<file path="src/common/hb_decoder_pkg.sv">
// shared constants for the half-bridge input decoder
package hb_decoder_pkg;

  // ======================================================================
  // register map (byte addresses, one 32-bit word each)
  localparam logic [7:0] ADDR_CTRL   = 8'h00;
  localparam logic [7:0] ADDR_STATUS = 8'h04;
  localparam logic [7:0] ADDR_PHASE  = 8'h08;

  // control register field positions
  localparam int CTRL_SCHEME_LSB = 0;
  localparam int CTRL_BUCKV_LSB  = 2;
  localparam int CTRL_BUCK_OFF   = 4;
  localparam int CTRL_BUCK_LIM   = 5;
  localparam int CTRL_SEQ_OFF    = 6;
  localparam int CTRL_STRAP_VAR  = 7;

  // values after reset
  localparam logic [1:0] SCHEME_RESET = 2'h0;
  localparam logic [1:0] BUCKV_RESET  = 2'h0;
  localparam logic       SEQ_OFF_RST  = 1'h1;

  // ======================================================================
  // drive schemes
  typedef enum logic [1:0] {
    SCHEME_SIX      = 2'b00,
    SCHEME_SIX_CL   = 2'b01,
    SCHEME_THREE    = 2'b10,
    SCHEME_THREE_CL = 2'b11
  } scheme_t;

  // strap levels of the four-level scheme pin
  typedef enum logic [1:0] {
    STRAP_GND   = 2'b00,
    STRAP_FLOAT = 2'b01,
    STRAP_RES   = 2'b10,
    STRAP_RAIL  = 2'b11
  } strap_t;

  // buck targets: 3.3 V, 5.0 V, 4.0 V, 5.7 V
  typedef enum logic [1:0] {
    BUCK_3V3 = 2'b00,
    BUCK_5V0 = 2'b01,
    BUCK_4V0 = 2'b10,
    BUCK_5V7 = 2'b11
  } buck_volt_t;

  // phase output state encoding
  typedef enum logic [1:0] {
    PH_HIZ  = 2'b00,
    PH_LOW  = 2'b01,
    PH_HIGH = 2'b10
  } phase_t;

endpackage

</file>
<file path="src/verilog/phase_decode.sv">
// one phase: command decode plus cycle-by-cycle current limit latch
`timescale 1ns/10ps
module phase_decode (
  input  wire logic                    clk_i,
  input  wire logic                    rst_i,
  input  wire logic                    high_side_cmd_in_i,
  input  wire logic                    low_side_cmd_in_i,
  input  wire hb_decoder_pkg::scheme_t scheme_i,
  input  wire logic                    limit_trip_i,
  output logic [1:0]                   phase_output_state_o,
  output logic                         limited_o
);
  import hb_decoder_pkg::*;

  logic   three_in;
  logic   limit_en;
  phase_t raw_state;
  logic   active;
  logic   active_q;
  logic   rise;
  logic   lim_q;
  logic   lim_d;
  phase_t out_d;

  // ======================================================================
  // decode
  assign three_in = (scheme_i == SCHEME_THREE) ||
                    (scheme_i == SCHEME_THREE_CL);
  assign limit_en = (scheme_i == SCHEME_SIX_CL) ||
                    (scheme_i == SCHEME_THREE_CL);

  // six-input truth table and three-input truth table
  assign raw_state = three_in ?
      (!low_side_cmd_in_i ? PH_HIZ :
       (high_side_cmd_in_i ? PH_HIGH : PH_LOW)) :
      ((high_side_cmd_in_i == low_side_cmd_in_i) ? PH_HIZ :
       (high_side_cmd_in_i ? PH_HIGH : PH_LOW));

  // an active command edge starts a new pwm period
  assign active = (raw_state == PH_HIGH);
  assign rise   = active && !active_q;

  // trip latches off until the next active edge
  // a trip in the same cycle as the edge still wins over the clear
  assign lim_d = !limit_en ? 1'b0 :
                 (limit_trip_i && active) ? 1'b1 :
                 rise      ? 1'b0 : lim_q;

  assign out_d = (lim_d && active) ? PH_HIZ : raw_state;

  // ======================================================================
  // registers
  always_ff @(posedge clk_i) begin
    if (rst_i) begin
      active_q             <= 1'b0;
      lim_q                <= 1'b0;
      phase_output_state_o <= PH_HIZ;
    end else begin
      active_q             <= active;
      lim_q                <= lim_d;
      phase_output_state_o <= out_d;
    end
  end

  assign limited_o = lim_q;

  // ======================================================================
  // checks
  property p_six_high;
    @(posedge clk_i) disable iff (rst_i)
      (scheme_i == SCHEME_SIX && high_side_cmd_in_i && !low_side_cmd_in_i)
      |=> phase_output_state_o == PH_HIGH;
  endproperty
  a_six_high: assert property (p_six_high)
    else $error("six-input high not driven");

  property p_six_both;
    @(posedge clk_i) disable iff (rst_i)
      (!three_in && high_side_cmd_in_i && low_side_cmd_in_i)
      |=> phase_output_state_o == PH_HIZ;
  endproperty
  a_six_both: assert property (p_six_both)
    else $error("six-input both high not hi-z");

  property p_three_hiz;
    @(posedge clk_i) disable iff (rst_i)
      (three_in && !low_side_cmd_in_i) |=> phase_output_state_o == PH_HIZ;
  endproperty
  a_three_hiz: assert property (p_three_hiz)
    else $error("three-input low enable not hi-z");

  property p_three_low;
    @(posedge clk_i) disable iff (rst_i)
      (three_in && low_side_cmd_in_i && !high_side_cmd_in_i)
      |=> phase_output_state_o == PH_LOW;
  endproperty
  a_three_low: assert property (p_three_low)
    else $error("three-input low not driven");

  property p_no_limit;
    @(posedge clk_i) disable iff (rst_i)
      !limit_en |=> !lim_q;
  endproperty
  a_no_limit: assert property (p_no_limit)
    else $error("limiting in a plain scheme");

  property p_trip_hold;
    @(posedge clk_i) disable iff (rst_i)
      (limit_en && limit_trip_i && active && !rise) ##1
      (limit_en && active && !rise) |=> phase_output_state_o == PH_HIZ;
  endproperty
  a_trip_hold: assert property (p_trip_hold)
    else $error("trip did not hold phase off");
endmodule

</file>
<file path="src/verilog/wb_regs.sv">
// classic wishbone slave holding control and reporting status
`timescale 1ns/10ps
module wb_regs (
  input  wire logic        clk_i,
  input  wire logic        rst_i,
  input  wire logic        cyc_i,
  input  wire logic        stb_i,
  input  wire logic        we_i,
  input  wire logic [7:0]  adr_i,
  input  wire logic [3:0]  sel_i,
  input  wire logic [31:0] dat_i,
  output logic [31:0]      dat_o,
  output logic             ack_o,
  input  wire logic [31:0] status_i,
  input  wire logic [31:0] phase_i,
  output logic [7:0]       ctrl_o
);
  import hb_decoder_pkg::*;

  logic        req;
  logic        wr_ctrl;
  logic [31:0] rd_mux;
  logic [7:0]  ctrl_q;

  // ======================================================================
  // decode; one-cycle ack, dropped the cycle after
  assign req     = cyc_i && stb_i && !ack_o;
  assign wr_ctrl = req && we_i && sel_i[0] && (adr_i == ADDR_CTRL);
  assign rd_mux  = (adr_i == ADDR_CTRL)   ? {24'h0, ctrl_q} :
                   (adr_i == ADDR_STATUS) ? status_i :
                   (adr_i == ADDR_PHASE)  ? phase_i : 32'h0;

  always_ff @(posedge clk_i) begin
    if (rst_i) begin
      ctrl_q <= {1'b0, SEQ_OFF_RST, 1'b0, 1'b0, BUCKV_RESET, SCHEME_RESET};
      ack_o  <= 1'b0;
      dat_o  <= 32'h0;
    end else begin
      ack_o <= req;
      if (wr_ctrl) begin
        ctrl_q <= dat_i[7:0];
      end
      if (req) begin
        dat_o <= rd_mux;
      end
    end
  end

  assign ctrl_o = ctrl_q;
endmodule

</file>
<file path="src/verilog/hb_input_decoder.sv">
// top: three-phase command decoder with scheme and buck control
//
// Design decisions made here: the register addresses and register access over Wishbone.
`timescale 1ns/10ps
module hb_input_decoder #(
  parameter int PHASES = 3
) (
  input  wire logic              clk_i,
  input  wire logic              rst_i,
  // wishbone slave
  input  wire logic              cyc_i,
  input  wire logic              stb_i,
  input  wire logic              we_i,
  input  wire logic [7:0]        adr_i,
  input  wire logic [3:0]        sel_i,
  input  wire logic [31:0]       dat_i,
  output logic [31:0]            dat_o,
  output logic                   ack_o,
  // variant strap: 1 selects the strap-configured part
  input  wire logic              strap_variant_i,
  // pwm command inputs
  input  wire logic [PHASES-1:0] high_side_cmd_in_i,
  input  wire logic [PHASES-1:0] low_side_cmd_in_i,
  // current sense comparator results, one per amplifier
  input  wire logic [PHASES-1:0] sense_over_i,
  // shared serial / strap pins, strap levels as two-bit codes
  input  wire logic              serial_select_n_i,
  input  wire logic              serial_clk_i,
  input  wire logic              serial_din_i,
  input  wire logic [1:0]        gain_strap_i,
  input  wire logic [1:0]        slew_strap_i,
  input  wire hb_decoder_pkg::strap_t scheme_strap_i,
  input  wire logic [1:0]        ocp_strap_i,
  input  wire hb_decoder_pkg::buck_volt_t buck_voltage_strap_i,
  input  wire logic              fault_i,
  // outputs
  output logic [2*PHASES-1:0]    phase_output_state_o,
  output logic                   serial_dout_o,
  output logic                   serial_dout_oe_n_o,
  output logic                   serial_active_o,
  output logic                   fault_out_n_o,
  output logic                   fault_out_oe_n_o,
  output logic [1:0]             gain_sel_o,
  output logic [1:0]             slew_sel_o,
  output logic [1:0]             ocp_sel_o,
  output hb_decoder_pkg::buck_volt_t buck_volt_o,
  output logic                   buck_enable_o,
  output logic                   buck_limit_select_o,
  output logic                   ldo_from_buck_o
);
  import hb_decoder_pkg::*;

  // refuse phase counts that the status word cannot report
  generate
    if (PHASES < 1 || PHASES > 8) begin : g_bad_phases
      $error("PHASES must be 1 to 8");
    end
  endgenerate

  logic [7:0]        ctrl;
  logic              strap_q;
  scheme_t           scheme_reg;
  scheme_t           scheme_strap;
  scheme_t           scheme;
  buck_volt_t        buck_sel;
  logic              buck_off_bit;
  logic              ldo_sequencing_off_bit;
  logic              seq_allowed;
  logic              limit_trip;
  logic [PHASES-1:0] limited;
  logic [31:0]       status_word;
  logic [31:0]       phase_word;
  logic              sel_q;
  logic              sdo_q;

  // ======================================================================
  // register file
  wb_regs u_regs (
    .clk_i    (clk_i),
    .rst_i    (rst_i),
    .cyc_i    (cyc_i),
    .stb_i    (stb_i),
    .we_i     (we_i),
    .adr_i    (adr_i),
    .sel_i    (sel_i),
    .dat_i    (dat_i),
    .dat_o    (dat_o),
    .ack_o    (ack_o),
    .status_i (status_word),
    .phase_i  (phase_word),
    .ctrl_o   (ctrl)
  );

  // ======================================================================
  // variant strap registered every cycle once reset is released
  always_ff @(posedge clk_i) begin
    if (rst_i) begin
      strap_q <= 1'b0;
    end else begin
      strap_q <= strap_variant_i;
    end
  end

  // ======================================================================
  // scheme select: register field or four-level strap pin
  assign scheme_reg = scheme_t'(ctrl[CTRL_SCHEME_LSB +: 2]);
  assign scheme_strap =
      (scheme_strap_i == STRAP_GND)   ? SCHEME_SIX :
      (scheme_strap_i == STRAP_RES)   ? SCHEME_THREE :
      (scheme_strap_i == STRAP_FLOAT) ? SCHEME_SIX_CL :
                                        SCHEME_THREE_CL;
  assign scheme = strap_q ? scheme_strap : scheme_reg;

  // ======================================================================
  // one comparator result from all three sense amplifiers
  assign limit_trip = |sense_over_i;

  // ======================================================================
  // per-phase decoders
  genvar g;
  generate
    for (g = 0; g < PHASES; g++) begin : g_phase
      phase_decode u_phase (
        .clk_i                (clk_i),
        .rst_i                (rst_i),
        .high_side_cmd_in_i   (high_side_cmd_in_i[g]),
        .low_side_cmd_in_i    (low_side_cmd_in_i[g]),
        .scheme_i             (scheme),
        .limit_trip_i         (limit_trip),
        .phase_output_state_o (phase_output_state_o[2*g +: 2]),
        .limited_o            (limited[g])
      );
    end
  endgenerate

  // ======================================================================
  // buck controls
  assign buck_sel = strap_q ? buck_voltage_strap_i
                            : buck_volt_t'(ctrl[CTRL_BUCKV_LSB +: 2]);
  assign buck_off_bit           = ctrl[CTRL_BUCK_OFF];
  assign ldo_sequencing_off_bit = ctrl[CTRL_SEQ_OFF];
  assign seq_allowed = (buck_sel == BUCK_5V0) ||
                       (buck_sel == BUCK_5V7);

  always_ff @(posedge clk_i) begin
    if (rst_i) begin
      buck_volt_o         <= BUCK_3V3;
      buck_enable_o       <= 1'b0;
      buck_limit_select_o <= 1'b0;
      ldo_from_buck_o     <= 1'b0;
    end else begin
      buck_volt_o         <= buck_sel;
      buck_enable_o       <= strap_q || !buck_off_bit;
      buck_limit_select_o <= strap_q ? 1'b0
                                     : ctrl[CTRL_BUCK_LIM];
      ldo_from_buck_o     <= !ldo_sequencing_off_bit && seq_allowed &&
                             (strap_q || !buck_off_bit);
    end
  end

  // ======================================================================
  // shared pins: straps or serial
  always_ff @(posedge clk_i) begin
    if (rst_i) begin
      gain_sel_o <= 2'h0;
      slew_sel_o <= 2'h0;
      ocp_sel_o  <= 2'h0;
      sel_q      <= 1'b0;
      sdo_q      <= 1'b1;
    end else begin
      gain_sel_o <= strap_q ? gain_strap_i : 2'h0;
      slew_sel_o <= strap_q ? slew_strap_i : 2'h0;
      ocp_sel_o  <= strap_q ? ocp_strap_i  : 2'h0;
      sel_q      <= !strap_q && !serial_select_n_i;
      // echo input data while selected and the serial clock is high; framing is outside this block
      sdo_q      <= (!strap_q && !serial_select_n_i && serial_clk_i) ?
                    serial_din_i : sdo_q;
    end
  end

  assign serial_active_o    = sel_q;
  // open drain: pin pulled low or released, never driven high
  assign serial_dout_o      = 1'b0;
  assign serial_dout_oe_n_o = !(sel_q && !sdo_q);

  // fault pin reports faults on both parts; the status word also carries them
  assign fault_out_n_o    = 1'b0;
  assign fault_out_oe_n_o = !fault_i;

  // ======================================================================
  // status words
  assign status_word = {22'h0, strap_q, fault_i, 8'(limited)};
  assign phase_word  = 32'(phase_output_state_o);

  // ======================================================================
  // checks
  property p_seq_block;
    @(posedge clk_i) disable iff (rst_i)
      !seq_allowed |=> !ldo_from_buck_o;
  endproperty
  a_seq_block: assert property (p_seq_block)
    else $error("sequencing at a low buck target");

  property p_strap_buck_on;
    @(posedge clk_i) disable iff (rst_i)
      strap_q |=> buck_enable_o;
  endproperty
  a_strap_buck_on: assert property (p_strap_buck_on)
    else $error("buck disabled on strap part");

  property p_sdo_quiet;
    @(posedge clk_i) disable iff (rst_i)
      serial_select_n_i ##1 1'b1 |-> serial_dout_oe_n_o;
  endproperty
  a_sdo_quiet: assert property (p_sdo_quiet)
    else $error("serial out pulled while not selected");

  property p_strap_mode;
    @(posedge clk_i) disable iff (rst_i)
      (strap_q && scheme_strap_i == STRAP_RES) |-> scheme == SCHEME_THREE;
  endproperty
  a_strap_mode: assert property (p_strap_mode)
    else $error("resistor strap not three-input");

  property p_strap_gnd;
    @(posedge clk_i) disable iff (rst_i)
      (strap_q && scheme_strap_i == STRAP_GND) |-> scheme == SCHEME_SIX;
  endproperty
  a_strap_gnd: assert property (p_strap_gnd)
    else $error("grounded strap not six-input");

  property p_strap_float;
    @(posedge clk_i) disable iff (rst_i)
      (strap_q && scheme_strap_i == STRAP_FLOAT) |-> scheme == SCHEME_SIX_CL;
  endproperty
  a_strap_float: assert property (p_strap_float)
    else $error("floating strap not limited six-input");

  property p_strap_rail;
    @(posedge clk_i) disable iff (rst_i)
      (strap_q && scheme_strap_i == STRAP_RAIL) |-> scheme == SCHEME_THREE_CL;
  endproperty
  a_strap_rail: assert property (p_strap_rail)
    else $error("rail strap not limited three-input");

  property p_buck_volt;
    @(posedge clk_i) disable iff (rst_i)
      1'b1 |=> buck_volt_o == $past(buck_sel);
  endproperty
  a_buck_volt: assert property (p_buck_volt)
    else $error("buck target not passed on");

  property p_buck_off;
    @(posedge clk_i) disable iff (rst_i)
      (!strap_q && buck_off_bit) |=> !buck_enable_o;
  endproperty
  a_buck_off: assert property (p_buck_off)
    else $error("buck still on with off bit set");

  property p_strap_limit;
    @(posedge clk_i) disable iff (rst_i)
      strap_q |=> !buck_limit_select_o;
  endproperty
  a_strap_limit: assert property (p_strap_limit)
    else $error("reduced buck limit on strap part");

  property p_seq_on;
    @(posedge clk_i) disable iff (rst_i)
      (!ldo_sequencing_off_bit && seq_allowed && !buck_off_bit)
      |=> ldo_from_buck_o;
  endproperty
  a_seq_on: assert property (p_seq_on)
    else $error("sequencing enabled but ldo not on buck");

  property p_strap_pins;
    @(posedge clk_i) disable iff (rst_i)
      strap_q |=> gain_sel_o == $past(gain_strap_i);
  endproperty
  a_strap_pins: assert property (p_strap_pins)
    else $error("gain strap not read on strap part");

  property p_fault_pin;
    @(posedge clk_i) disable iff (rst_i)
      fault_i |-> !fault_out_oe_n_o;
  endproperty
  a_fault_pin: assert property (p_fault_pin)
    else $error("fault not shown on fault pin");
endmodule

</file>
<file path="config.mk">
export PLATFORM = sky130hd
export DESIGN_NAME = hb_input_decoder
export DESIGN_NICKNAME = d
export VERILOG_FILES = /design/src/common/hb_decoder_pkg.sv /design/src/verilog/phase_decode.sv /design/src/verilog/wb_regs.sv /design/src/verilog/hb_input_decoder.sv
export SDC_FILE = /design/constraint.sdc
export NUM_CORES = 1
export LEC_CHECK = 0
export BUFFER_PORTS_ARGS = -buffer_cell sky130_fd_sc_hd__buf_2
export CORE_UTILIZATION = 25
export CTS_BUF_LIST = sky130_fd_sc_hd__clkbuf_8 sky130_fd_sc_hd__clkbuf_16
export DETAILED_ROUTE_END_ITERATION = 7
export PLACE_DENSITY_LB_ADDON = 0.05
export SLEW_MARGIN = 20
export SYNTH_ARGS = -nofsm -noshare
export SYNTH_HDL_FRONTEND = slang
export SYNTH_SLANG_ARGS = --single-unit
</file>
<file path="constraint.sdc">
create_clock -name clk_i -period 1.8 [get_ports clk_i]
set_clock_uncertainty 0.1 [all_clocks]
set_input_delay 0.36 -clock clk_i [delete_from_list [all_inputs] [get_ports clk_i]]
set_output_delay 0.36 -clock clk_i [all_outputs]
set_load 0.05 [all_outputs]
</file>
==> impl_results.md, run 1 <==
* Ratio of cells with drive above 1 in the final layout at 36.0%
* First-pass GRT wire length at 8690 µm
* DRT iter0 DRCs at 62
* WP data required at 1.93 ns
* Fmax at 604 MHz
* DP HPWL at 4290 µm
* Remaining Overflow, GRT at 0
* DIE AREA at 8800 µm²
* Die height at 93.8 µm
* Hold slack at 0.124 ns
* Worst Path Buf+Inv at 1
* Clock buffer count from CTS at 5
* Max Cap Viol at 0
* Final ANT Viol Nets at 0
* Clock Latency Late Sink at 0.30 ns
* Starting Density at 25.8%
* Status: finished clean
* H-tree Lvls at 2
* Synthesized cell area at 2110 µm²
* Avg Vias per Cell at 4.19
* Slew Limit Fails at 0
* Ys flop type: dfxtp_1
* Leak Pwr at 0.00126 µW
* PwrDens at 758 nW/µm²
* DRT Pass-1 Iters at 4
* Clk slew on worst S/H paths at 0.10 ns
* Hold_buf cts at 0
* Placed insts at 419
* Worst setup path start: adr_i[1]
* Fillers at 896
* I/O Pins at 128
* CTS tree: built
* Count of buffers from port buffering at 76
* Number of gates resized after CTS at 0
* #FFs+latches synth at 45
* Crit-path leading delay family: simple AND/OR/NAND/NOR gates
* Vias at 1787
* Reg2Reg Launch Point: u_regs.ack_o
* Tcrit/Tclk final at 91.9%
* Area growth syn-to-layout at 30.8%
* CTS Sinks at 45
* Final hold vios at 0
* DIE WIDTH at 93.8 µm
* Total Nets Final at 394
* Non-filler instance count after layout at 427
* Hold Path Origin: serial_select_n_i
* Slew @ Worst Pin at 0.522 ns
* Slowest CP cell: or4_2
* CTS root buffer: clkbuf_8
* Crit-path cells: buf_2 > or4_4 > or4_2 > o211ai_1
* Slew margin rel. at 64.9%
* DRT Wirelength at 5440 µm
* Critical Path AT at 1.78 ns
* RSZ-0062 raised after global routing: no
* Final setup vio count at 0
* DRC viols at 0
* GPL Wtd Cong at 0.697
* Row count at 33
* Initial antenna violation count at 0
* Place WS at -0.172 ns
* End-of-flow core utilization at 33.7%
* Setup crit end kind: flip-flop
* Distinct cells, synth at 34
* Peak supply drop at 0.000324 V
* Post-CTS setup repair buffer count at 0
* Setup WS post-layout at 0.145 ns
* Setup CP Type: in -> reg
* Maximum root-to-sink buffer count at 2
* Warnings, synthesis at 0
* Wirelength per Cell at 12.7 µm
* Crit path largest cell delay at 0.67 ns
* Synthesized area per cell at 9.33 µm²
* Vias in the first global route at 1718
* Core footprint at 8180 µm²
* Largest net degree at the start of global routing at 16
* Cells after Synth at 226
* Crit path max fanout at 5
* FFs w/ async S/R, synth at 0%
* Setup TNS at 0 ns
* Worst Setup Start Kind: input port
* Min-Delay Path Class: in -> reg
* Minimum clock period at 1.66 ns
* Total track usage at 12.9%
* N_diodes at 0
* Sequential share of the synthesized area at 42.7%
* EDFF count, synth at 0
## cell usage after synthesis, types with 2 or more instances
master | number | area share [%]
nor3_1 | 6 | 1.4
buf_4 | 25 | 8.9
and2_1 | 6 | 1.8
dfxtp_1 | 45 | 43
a21oi_1 | 8 | 1.9
mux2i_1 | 15 | 7.1
o2bb2ai_1 | 3 | 1.2
nand2b_1 | 18 | 5.3
nand3_1 | 2 | 0.47
mux2_2 | 6 | 3.2
clkbuf_1 | 7 | 1.2
nand4_1 | 5 | 1.5
nor3b_1 | 10 | 3.6
and3b_1 | 3 | 1.2
nor4bb_1 | 3 | 1.4
nor2_1 | 11 | 2.0
or4_1 | 4 | 1.4
nand3b_1 | 7 | 2.5
nand2_1 | 14 | 2.5
buf_2 | 2 | 0.47
o211ai_1 | 5 | 1.8
inv_1 | 8 | 1.4
or3_1 | 2 | 0.59
## final cells by class
class	count	area (µm²)	share of cell area [%]
Tap cell	105	131	4.76
Clock inverter	2	13.8	0.499
Multi-Input combinational cell	162	1050	37.9
Inverter	8	30.0	1.09
Timing Repair Buffer	99	553	20.1
Sequential cell	45	901	32.7
Clock buffer	6	82.6	2.99
## registers in the layout, indices dropped and copies added (netlist names), 3 cells and up
name / count
g_phase.u_phase.limited_o: 3
u_regs.dat_o: 10
u_regs.ctrl_o: 8
g_phase.u_phase.phase_output_state_o: 6
g_phase.u_phase.active_q: 3
## worst reg2reg max path, stage by stage (launching register included)
cell and delay [ns]:
dfxtp_1 0.35, nand4bb_1 0.22, or4_1 0.65, mux2i_1 0.16
## power breakdown
part / internal (µW) / leakage [µW] / switching [µW] / total [µW]
registers: 1020 / 0.000366 / 10.9 / 1030
clock network: 312 / 0.0000512 / 367 / 679
logic: 120 / 0.000846 / 264 / 384
## through the flow
step	instance area, µm²	total power, µW
after detailed placement	2660	1440
final	2760	2090
after global placement	2660	1440
after floorplan	2200	1340
after CTS	2760	2120
after global routing	2760	2200
## cells in the final DEF, fill, tap and decap left out, types with 6 or more instances in the layout
cell and instances:
mux2i_1 15, nand3b_1 7, nor3_1 6, clkbuf_8 6
buf_2 76, a21oi_1 8, inv_1 8, nor3b_1 10
mux2_2 6, nand2b_1 18, buf_4 23, nand2_1 14
dfxtp_1 45, and2_1 6, conb_1 24, nor2_1 11
## per-layer routing
layer	vias to the layer above	GRT usage [%]	share of wire [%]	routed length (µm)
met1	803	16.9	48	2600
met2	56	20.9	45	2450
met5	-	0	0	0
met3	5	3.64	6.2	335
li1	923	-	-	-
met4	0	3.08	0.90	49
## kinds of logic after synthesis
family / synth area share (%)
and+or+nand+nor: 29.0
other: 0.178
AOI/OAI and AO/OA: 5.76
muxes: 10.3
buffers and inverters: 12.0
DFF: 42.7
## final timing paths
kind              slack, ns          endpoint  cells after the start
setup / recovery       0.14   u_regs.dat_o[3]                      4
hold / removal         0.12   serial_active_o                      2
setup reg to reg       0.21  u_regs.ctrl_o[4]                      3
hold reg to reg        0.36     buck_enable_o                      1
Note: power is estimated with default switching activity, not from simulation.
==> run 2: changes to the inputs <==
--- a/config.mk
+++ b/config.mk
@@ -5,6 +5,7 @@
 export SDC_FILE = /design/constraint.sdc
 export NUM_CORES = 1
 export LEC_CHECK = 0
+export ABC_AREA = 1
 export BUFFER_PORTS_ARGS = -buffer_cell sky130_fd_sc_hd__buf_2
 export CORE_UTILIZATION = 25
 export CTS_BUF_LIST = sky130_fd_sc_hd__clkbuf_8 sky130_fd_sc_hd__clkbuf_16
==> run 2 against run 1 <==
Compared with the run above: sequential share of layout area up 2.4 points; global-route usage down 0.93 points; worst hold slack worse by 0.00056 ns; flip-flop and latch count unchanged; clock-buffer cell count down 1.
==> impl_results.md, run 2 <==
* GPL Wtd Cong at 0.694
* Wl on met1 at 2390 µm
* Clock buffer count from CTS at 5
* Fillers at 953
* Maximum root-to-sink buffer count at 2
* End-of-flow core utilization at 31.4%
* EDFF count, synth at 0
* Max Cap Viol at 0
* Core footprint at 8180 µm²
* Peak supply drop at 0.000262 V
* Final ANT Viol Nets at 0
* Setup CP Type: reg -> reg
* Hold Path Depth at 2
* Area growth syn-to-layout at 22.4%
* Avg Vias per Cell at 3.96
* CTS Sinks at 45
* WP data required at 1.91 ns
* First-pass GRT wire length at 7910 µm
* Final hold vios at 0
* R2r setup slk at 0.38 ns
* Most numerous cell in the Yosys netlist: dfxtp_1
* N_diodes at 0
* Slew Limit Fails at 0
* Reg2Reg Launch Point: strap_q
* Synthesized cell area at 2100 µm²
* FFs w/ async S/R, synth at 0%
* Clk slew on worst S/H paths at 0.09 ns
* DRT iter0 DRCs at 42
* DIE WIDTH at 93.6 µm
* DRT Pass-1 Iters at 4
* Status: finished clean
* Wirelength per Cell at 11.3 µm
* Setup crit end kind: flip-flop
* Fmax at 703 MHz
* Crit path max fanout at 4
* PwrDens at 836 nW/µm²
* I/O Pins at 128
* Ratio of cells with drive above 1 in the final layout at 33.9%
* Metal2 WL at 2300 µm
* CTS root buffer: clkbuf_8
* Distinct cells, synth at 30
* Power, Total at 2150 µW
* Area share of the largest cell type after synthesis at 43.0%
* Worst Setup Start Kind: flip-flop
* Largest Register: u_regs.dat_o
* H-tree Lvls at 2
* Initial antenna violation count at 0
* DIE AREA at 8760 µm²
* RSZ-0062 raised after global routing: no
* Die height at 93.6 µm
* Starting Density at 25.7%
* Total track usage at 12.0%
* CTS tree: built
* R2R depth at 10
* Vias at 1769
* Leak Pwr at 0.00132 µW
* Final setup vio count at 0
* Largest net degree at the start of global routing at 19
* Sequential share of the synthesized area at 43.0%
* Min-Delay Path Class: in -> reg
* Synth top area cells: dfxtp_1 (43%), buf_4 (9.7%), inv_1 (5.9%), nand2_1 (5.7%), nand3_1 (5.0%)
* Crit Reg-Reg Endpoint: g_phase[2].u_phase.phase_output_state_o[1]
* Critical Path AT at 1.53 ns
* Vias in the first global route at 1638
* Synthesized area per cell at 8.00 µm²
* Warnings, synthesis at 0
* Top layer reached by signal wires: met4
* Cell accounting for the most synthesized area: dfxtp_1
* DP HPWL at 3900 µm
* DRT Wirelength at 5050 µm
* Top cells by count, synth: dfxtp_1 (45), inv_1 (33), nand2_1 (32)
* Hold_buf cts at 0
* Tcrit/Tclk final at 79.0%
* Number of flip-flops in the largest register at 10
* Setup TNS at 0 ns
* Hold Path Origin: serial_select_n_i
* Count of buffers from port buffering at 76
* Post-CTS setup repair buffer count at 0
* Commonest cells after routing, fill and taps aside: buf_2 (76), dfxtp_1 (45), inv_1 (33)
* Worst min-delay path endpoint: serial_active_o
* Row count at 33
* Total Nets Final at 414
* Ys flop type: dfxtp_1
* Remaining Overflow, GRT at 0
* Leading cell type in the layout, fill and taps excluded: buf_2
* Minimum clock period at 1.42 ns
* Number of gates resized after CTS at 0
* DRC viols at 0
* Worst setup path start: strap_q
* Met3 WL at 292 µm
* Cells after Synth at 262
* #FFs+latches synth at 45
* Clock Latency Late Sink at 0.30 ns
==> run 2: cell count changes after synthesis, sizes merged, moves of 7 or more <==
cell and delta:
o21ai +18, nand2 +28, nand3 +22, clkbuf -7, a21oi +10, inv +30
nor3b -10, nor2 +14, mux2i -15, nand2b -18
==> run 2: report_power, final <==
| part | switching (µW) | internal [µW] |
|---|---|---|
| Clock | 381 | 273 |
| Combinational | 337 | 109 |
| Sequential | 16.9 | 1030 |
| Total | 735 | 1410 |
==> run 2: layout make-up <==
class | count | area, µm² | area share [%]
Inverter | 40 | 169 | 6.58
Clock inverter | 3 | 22.5 | 0.877
Multi-Input combinational cell | 167 | 850 | 33.1
Timing Repair Buffer | 82 | 425 | 16.6
Clock buffer | 5 | 68.8 | 2.68
Sequential cell | 45 | 901 | 35.1
Tap cell | 105 | 131 | 5.12
==> run 2: how the worst max path moves through the flow <==
stage	cells after the start	slack [ns]	endpoint
5_1_grt	5	0.21	u_regs.ctrl_o[1]
6_report	10	0.38	g_phase[2].u_phase.phase_output_state_o[1]
4_1_cts	10	0.36	g_phase[2].u_phase.phase_output_state_o[1]
3_3_place_gp	7	0.25	u_regs.ctrl_o[2]
2_1_floorplan	7	0.21	u_regs.dat_o[4]
3_5_place_dp	7	0.24	u_regs.ctrl_o[0]
==> run 2: layer usage <==
metal / vias up / global-route usage [%]
li1: 935 / -
met4: 0 / 4.23
met2: 60 / 19.2
met3: 7 / 2.76
met5: - / 0
met1: 767 / 15.7
==> run 2: metrics by stage <==
stage	area (µm²)	hold slack, ns	cells	setup WS [ns]
2_1_floorplan	2180	0.325	285	0.211
3_3_place_gp	2480	0.349	439	0.251
3_5_place_dp	2480	0.354	439	0.238
4_1_cts	2570	0.122	447	0.359
5_1_grt	2570	0.124	447	0.206
6_report	2570	0.124	447	0.378
==> run 2: critical path: stages (launching register included) <==
cell and delay (ns):
dfxtp_1 0.43, buf_4 0.19, nand2_4 0.08, nand2_4 0.10, nand2_2 0.06, nand3_1 0.08, nand2_1 0.05, nand2_1 0.05
nand2_1 0.06, nand3_1 0.09, inv_1 0.04
==> run 2: logic make-up (layout without fill, tap and decap cells) <==
logic type	after synthesis	in the layout	synth area share, %
AND/OR/NAND/NOR	100	100	24.6
buffers and inverters	73	130	20.6
flip-flops	45	45	43.0
AO/OA/AOI/OAI	43	43	11.6
other	1	24	0.179
